### src/logic/kli_pkg.sv
// package: register map, reset values and carrier types for the keypad level interrupt unit
`default_nettype none

package kli_pkg;

    localparam int unsigned KLI_LINES = 8;

    localparam logic [7:0] KLI_ADDR_LEVEL_SELECT = 8'h9C;
    localparam logic [7:0] KLI_ADDR_LINE_ENABLE  = 8'h9D;
    localparam logic [7:0] KLI_ADDR_LINE_FLAGS   = 8'h9E;

    localparam logic [7:0] KLI_RST_LEVEL_SELECT  = 8'h00;
    localparam logic [7:0] KLI_RST_LINE_ENABLE   = 8'h00;
    localparam logic [7:0] KLI_RST_LINE_FLAGS    = 8'h00;
    // synchroniser reset matches the pulled-up idle pins
    localparam logic [7:0] KLI_RST_PORT_SYNC     = 8'hFF;

    // special function register access from the core
    typedef struct packed {
        logic [7:0] addr;
        logic [7:0] wdata;
        logic       wr;
        logic       rd;
    } kli_sfr_req_t;

    // power mode controls from the core
    typedef struct packed {
        logic idleSet;
        logic powerDownSet;
    } kli_pwr_req_t;

endpackage : kli_pkg

`default_nettype wire

### src/logic/kli_line_detect.sv
// module: per-line level match and sticky flag for the keypad unit
`default_nettype none

module kli_line_detect
    import kli_pkg::*;
#(
    parameter int unsigned LINES = 8
)
(
    // clock and reset
    input  wire logic             clk,
    input  wire logic             rstn,
    // configuration and raw port
    input  wire logic [LINES-1:0] levelSelect,
    input  wire logic [LINES-1:0] portRaw,
    // flag control
    input  wire logic             clearAll,
    // results
    output var  logic [LINES-1:0] flags,
    output logic      [LINES-1:0] levelMatchAsync
);

    logic [LINES-1:0] syncA_r;
    logic [LINES-1:0] syncB_r;
    logic [LINES-1:0] match;
    logic [LINES-1:0] flags_r;
    logic [LINES-1:0] flags_nxt;

    // xnor: select 0 matches low, 1 matches high
    assign match           = ~(syncB_r ^ levelSelect);
    // unclocked copy for power-down wake-up
    assign levelMatchAsync = ~(portRaw ^ levelSelect);
    // set wins over a coinciding clearing read
    assign flags_nxt       = (clearAll ? '0 : flags_r) | match;
    assign flags           = flags_r;

    always_ff @(posedge clk or negedge rstn)
    begin
        if (!rstn)
        begin
            // released pins read high, so no false low match after reset
            syncA_r <= KLI_RST_PORT_SYNC[LINES-1:0];
            syncB_r <= KLI_RST_PORT_SYNC[LINES-1:0];
        end
        else
        begin
            syncA_r <= portRaw;
            syncB_r <= syncA_r;
        end
    end

    always_ff @(posedge clk or negedge rstn)
    begin
        if (!rstn)
            flags_r <= KLI_RST_LINE_FLAGS[LINES-1:0];
        else
            flags_r <= flags_nxt;
    end

endmodule : kli_line_detect

`default_nettype wire

### src/logic/keypad_level_interrupt.sv
// module: keypad level interrupt unit with its three special function registers
`default_nettype none

module keypad_level_interrupt
    import kli_pkg::*;
#(
    parameter int unsigned LINES = KLI_LINES
)
(
    // clock and reset
    input  wire logic             clk,
    input  wire logic             rstn,
    // core register access
    input  wire kli_pkg::kli_sfr_req_t sfrReq,
    output logic      [7:0]       sfrRdata,
    output logic                  sfrRvalid,
    // core interrupt enable and power modes
    input  wire logic             keypadGlobalEnable,
    input  wire kli_pkg::kli_pwr_req_t pwrReq,
    // keypad port pins
    input  wire logic [LINES-1:0] keypadPort,
    // keypad function claims per pin
    output logic      [LINES-1:0] keypadLineClaim,
    // interrupt and power outputs
    output logic                  keypadIrq,
    output logic                  idleModeBit,
    output logic                  powerDownBit,
    output logic                  wakeAsync
);

    logic [LINES-1:0] levelSelect_r;
    logic [LINES-1:0] lineEnable_r;
    logic [LINES-1:0] flags;
    logic [LINES-1:0] matchAsync;
    logic [7:0]       sfrRdata_r;
    logic             sfrRvalid_r;
    logic             irq_r;
    logic             idle_r;
    logic             pd_r;
    logic             wake_r;

    wire  logic       selLevel   = (sfrReq.addr == KLI_ADDR_LEVEL_SELECT);
    wire  logic       selEnable  = (sfrReq.addr == KLI_ADDR_LINE_ENABLE);
    wire  logic       selFlags   = (sfrReq.addr == KLI_ADDR_LINE_FLAGS);
    wire  logic       wrLevel    = sfrReq.wr & selLevel;
    wire  logic       wrEnable   = sfrReq.wr & selEnable;
    // reading the flags clears them; writes to it are ignored
    wire  logic       rdFlags    = sfrReq.rd & selFlags;
    wire  logic       anyEnabled = |(flags & lineEnable_r);
    wire  logic       irq_nxt    = anyEnabled & keypadGlobalEnable;
    wire  logic [7:0] rdMux      = selLevel  ? 8'(levelSelect_r) :
                                   selEnable ? 8'(lineEnable_r)  :
                                   selFlags  ? 8'(flags)         : 8'h00;
    // interrupt leaves idle; an enabled flagged line with global enable also wakes power-down
    wire  logic       idle_nxt   = irq_nxt ? 1'b0 : (pwrReq.idleSet | idle_r);
    wire  logic       pd_nxt     = irq_nxt ? 1'b0 : (pwrReq.powerDownSet | pd_r);

    kli_line_detect #(
        .LINES           (LINES)
    ) u_detect (
        .clk             (clk),
        .rstn            (rstn),
        .levelSelect     (levelSelect_r),
        .portRaw         (keypadPort),
        .clearAll        (rdFlags),
        .flags           (flags),
        .levelMatchAsync (matchAsync)
    );

    always_ff @(posedge clk or negedge rstn)
    begin
        if (!rstn)
        begin
            levelSelect_r <= KLI_RST_LEVEL_SELECT[LINES-1:0];
            lineEnable_r  <= KLI_RST_LINE_ENABLE[LINES-1:0];
        end
        else
        begin
            if (wrLevel)
                levelSelect_r <= sfrReq.wdata[LINES-1:0];
            if (wrEnable)
                lineEnable_r  <= sfrReq.wdata[LINES-1:0];
        end
    end

    always_ff @(posedge clk or negedge rstn)
    begin
        if (!rstn)
        begin
            sfrRdata_r  <= 8'h00;
            sfrRvalid_r <= 1'b0;
            irq_r       <= 1'b0;
            idle_r      <= 1'b0;
            pd_r        <= 1'b0;
            wake_r      <= 1'b0;
        end
        else
        begin
            sfrRdata_r  <= sfrReq.rd ? rdMux : 8'h00;
            sfrRvalid_r <= sfrReq.rd;
            irq_r       <= irq_nxt;
            idle_r      <= idle_nxt;
            pd_r        <= pd_nxt;
            wake_r      <= pd_nxt & keypadGlobalEnable & |(matchAsync & lineEnable_r);
        end
    end

    // claims are wired straight from the enable flops so disabled pins stay plain port I/O
    assign keypadLineClaim = lineEnable_r;
    assign sfrRdata        = sfrRdata_r;
    assign sfrRvalid       = sfrRvalid_r;
    assign keypadIrq       = irq_r;
    assign idleModeBit     = idle_r;
    assign powerDownBit    = pd_r;
    assign wakeAsync       = wake_r;

endmodule : keypad_level_interrupt

`default_nettype wire

### config.mk
export PLATFORM = sky130hd
export DESIGN_NAME = keypad_level_interrupt
export DESIGN_NICKNAME = d
export VERILOG_FILES = /design/src/logic/kli_pkg.sv /design/src/logic/kli_line_detect.sv /design/src/logic/keypad_level_interrupt.sv
export SDC_FILE = /design/constraint.sdc
export NUM_CORES = 1
export LEC_CHECK = 0
export BUFFER_PORTS_ARGS = -buffer_cell sky130_fd_sc_hd__buf_2
export CAP_MARGIN = 15
export CORE_MARGIN = 8
export CORE_UTILIZATION = 56
export CTS_CLUSTER_SIZE = 12
export DETAILED_ROUTE_END_ITERATION = 8
export PLACE_DENSITY = 0.79
export SLEW_MARGIN = 20
export SYNTH_ARGS = -nofsm -noshare
export SYNTH_HDL_FRONTEND = slang
export SYNTH_SLANG_ARGS = --single-unit
export TNS_END_PERCENT = 50
### constraint.sdc
create_clock -name clk -period 1.65 [get_ports clk]
set_input_delay 0.33 -clock clk [delete_from_list [all_inputs] [get_ports clk]]
set_output_delay 0.33 -clock clk [all_outputs]
set_load 0.005 [all_outputs]
==> flow_summary.toml <==
[critical_path]
critPathBufInv = 1
rr_endpoint = "idleModeBit"
slowest_stage = "a2111oi_0"
required_ps = 1790
rr_worst_depth = 4
r2r_slack_ps = 330
critPathKind = "primary input to flip-flop"
cp-end-kind = "flip-flop"
crit_family = "simple AND/OR/NAND/NOR gates"
cp_max_fo = 8
crit_chain = "buf_2, nand4bb_1, nor2_2, nand2_1, a2111oi_0"
cp-start-kind = "primary input"
slowest_delay_ps = 550
critPathArrivalTime_ps = 1620
timing.rr.start = "keypadLineClaim[5]"

[sta]
rsz0062_at_grt = "no"
tightest_slew_ps = 527.7
finalMaxSlewViolations = 0
setup_viol = 0
clock-skew-final_ps = 3.086
fin_crit_ps = 1480
fin_crit_sh_pct = 89.72
hold_violations = 0
maxSlewHeadroom_pct = 63.91
fmaxAchievable_mhz = 675.5

[global_routing]
grt_usage_pct = 16.72
grt_pass1_vias = 1711
antenna_found_initial = 0
grt-ovfl-total = 0
grt_pass1_wl_mm = 7.969
grt_max_degree = 37

[yosys]
synthAdderAreaFrac_pct = 0
synth_area_um2 = 2137
post_synth_num_cell_types = 27
synth-compound-area-share_pct = 10.42
synth_fp_nets = 187
synth-simple-area-share_pct = 9.895
synth_cells = 156
synth_top_area_share_pct = 43.33
synth_area_leader_cell = "dfrtp_1"
seq_area_frac_synth_pct = 63.00
synthTopCellsByArea = "dfrtp_1 43%, dfstp_2 20%, xnor2_1 6.6%"
synth_top_family_by_area = "compound AO/OA/AOI/OAI gates"
synth_area_per_cell_um2 = 13.70
ys_async_sr_fraction_pct = 100.0
synth_edf_count = 0
ys_warn_count = 0
ys_ff_latch = 53
synth_mux_area_share_pct = 8.431
synth-xor-area-share_pct = 6.557
synthFlopType = "dfrtp_1"

[floorplan]
fp.dieH_um = 77.78
rows = 22
dieArea_um2 = 6049
coreArea_um2 = 3661
start_util_pct = 58.37
ios = 52
die_w_um = 77.78

[min_path]
min_to = "u_detect.syncA_r[1]"
min_path_cells = 1
min_path_type = "primary input to flip-flop"
hold_start = "keypadPort[1]"

[layout]
nets = 248
syn_to_final_growth_pct = 21.55
antenna_cells = 0
num-fill-cells = 275
drive_gt1_share_pct = 41.74
fin_util_pct = 70.95

[detailed_routing]
first_pass_iters = 5
vias_per_cell = 5.586
wl_mm = 4.834
dr.first_iter.drc_count = 95
drc = 0
ant_nets = 0
num_vias = 1486
routedWlPerCell_um = 18.17

[clock_tree]
hold_buffers = 1
cts_buffer_depth = 2
clock_latency_ps = 300
clkTransAtPathRegs_ps = 90
cts_setup_buffers = 0
post_cts_resized = 0
clock_sinks = 53
h-tree-depth = 2
cts_inserted_buffers = 5
cts_tree = "yes"
cts_root_buffer = "clkbuf_8"

[pwr]
p_sw_share_pct = 23.30
cell_internal_pwr_uw = 1791
power_density_nw_per_um2 = 899.0
p_leak_uw = 0.001232
max-vdd-ir-drop_mv = 0.6591
sequentialPowerShare_pct = 60.7
power.total_uw = 2335
combinationalPowerShare_pct = 10.4
power.net_switching_uw = 544.2
power.share.clock_pct = 29.0

[placed_design]
gp_congestion = 0.7866
port_buffers = 51
dpl.hpwl_mm = 3.566

[run_status]
outcome = "complete, no violations"

[job]
drv_cap = 0
==> logic make-up after synthesis <==
kind of cell,count (synthesis)
XOR/XNOR,16
AND/OR/NAND/NOR,36
AO/OA/AOI/OAI,28
flip-flops,53
multiplexers,16
buffers and inverters,7
==> worst max path at each step <==
stage | start | end | slack, ps | cells after the start
global route | sfrReq[16] | sfrRdata[3] | 80 | 5
global placement | sfrReq[16] | sfrRdata[3] | -20 | 5
floorplan | sfrReq[16] | keypadLineClaim[0] | 180 | 5
CTS | sfrReq[16] | sfrRdata[3] | 170 | 5
detailed placement | sfrReq[16] | sfrRdata[3] | -150 | 5
finish | sfrReq[16] | sfrRdata[3] | 170 | 5
==> power groups by stage <==
stage | combinational (µW) | sequential (µW) | clock [µW]
floorplan | 107 | 1430 | 0
global placement | 233 | 1440 | 0
detailed placement | 243 | 1440 | 0
CTS | 246 | 1420 | 695
global route | 270 | 1420 | 745
finish | 242 | 1420 | 677
==> cell type report <==
class | count | area (µm²) | area share (%)
Sequential cell | 53 | 1346 | 51.83
Tap cell | 48 | 60.06 | 2.312
Timing Repair Buffer | 60 | 350.3 | 13.49
Multi-Input combinational cell | 96 | 754.5 | 29.05
Clock inverter | 2 | 10.01 | 0.3854
Clock buffer | 6 | 72.57 | 2.794
Inverter | 1 | 3.754 | 0.1445
==> cell usage in the layout (no fill, tap or decap), drive strengths merged, types with 2 or more instances in the layout <==
cell and n:
nor2b 8, nor2 10, clkinv 2, dfrtp 37, a21o 8, mux2 16
a2111oi 8, nand2 4, xnor2 16, a22oi 8, nand2b 8, o21a 2
dfstp 16, clkbuf 6, buf 59
==> registers in the layout, summed over array words and instances, names as in the netlist <==
register / flops
u_detect.flags: 8
levelSelect_r: 8
keypadLineClaim: 8
u_detect.syncA_r: 8
sfrRvalid: 1
powerDownBit: 1
wakeAsync: 1
idleModeBit: 1
u_detect.syncB_r: 8
sfrRdata: 8
keypadIrq: 1
==> cell usage after synthesis, drive strengths merged (4+ instances only) <==
library cell / n
dfrtp: 37
dfstp: 16
mux2: 16
xnor2: 16
nor2: 10
a2111oi: 8
a21o: 8
a22oi: 8
nand2b: 8
nor2b: 8
buf: 4
nand2: 4
==> routing by layer <==
layer,up-vias,part of all wire (%),track usage (%),wire length [µm]
met4,0,2.7,7.925,131
met2,54,53,29.82,2564
met3,17,7.3,5.645,352
met5,-,0,0,0
li1,679,-,-,-
met1,736,37,17.13,1787
==> worst reg2reg max path: stages, from the launching register on <==
cell and delay [ps]:
dfrtp_1 430, a22oi_1 230, nand2_1 130, o21ai_0 290, o21a_1 180
==> stage by stage <==
| stage | worst slack, ps | instances | instance area [µm²] | hold slack (ps) | TNS (ps) |
|---|---|---|---|---|---|
| floorplan | 184.0 | 156 | 2137 | 34.41 | 0 |
| global route | 84.48 | 266 | 2597 | 122.0 | 0 |
| CTS | 168.0 | 266 | 2597 | 133.1 | 0 |
| finish | 169.6 | 266 | 2597 | 138.1 | 0 |
| global placement | -21.31 | 257 | 2505 | 282.8 | -21.31 |
| detailed placement | -150.1 | 257 | 2505 | 286.1 | -551.8 |
No activity file was read; power rests on OpenSTA's default activity.
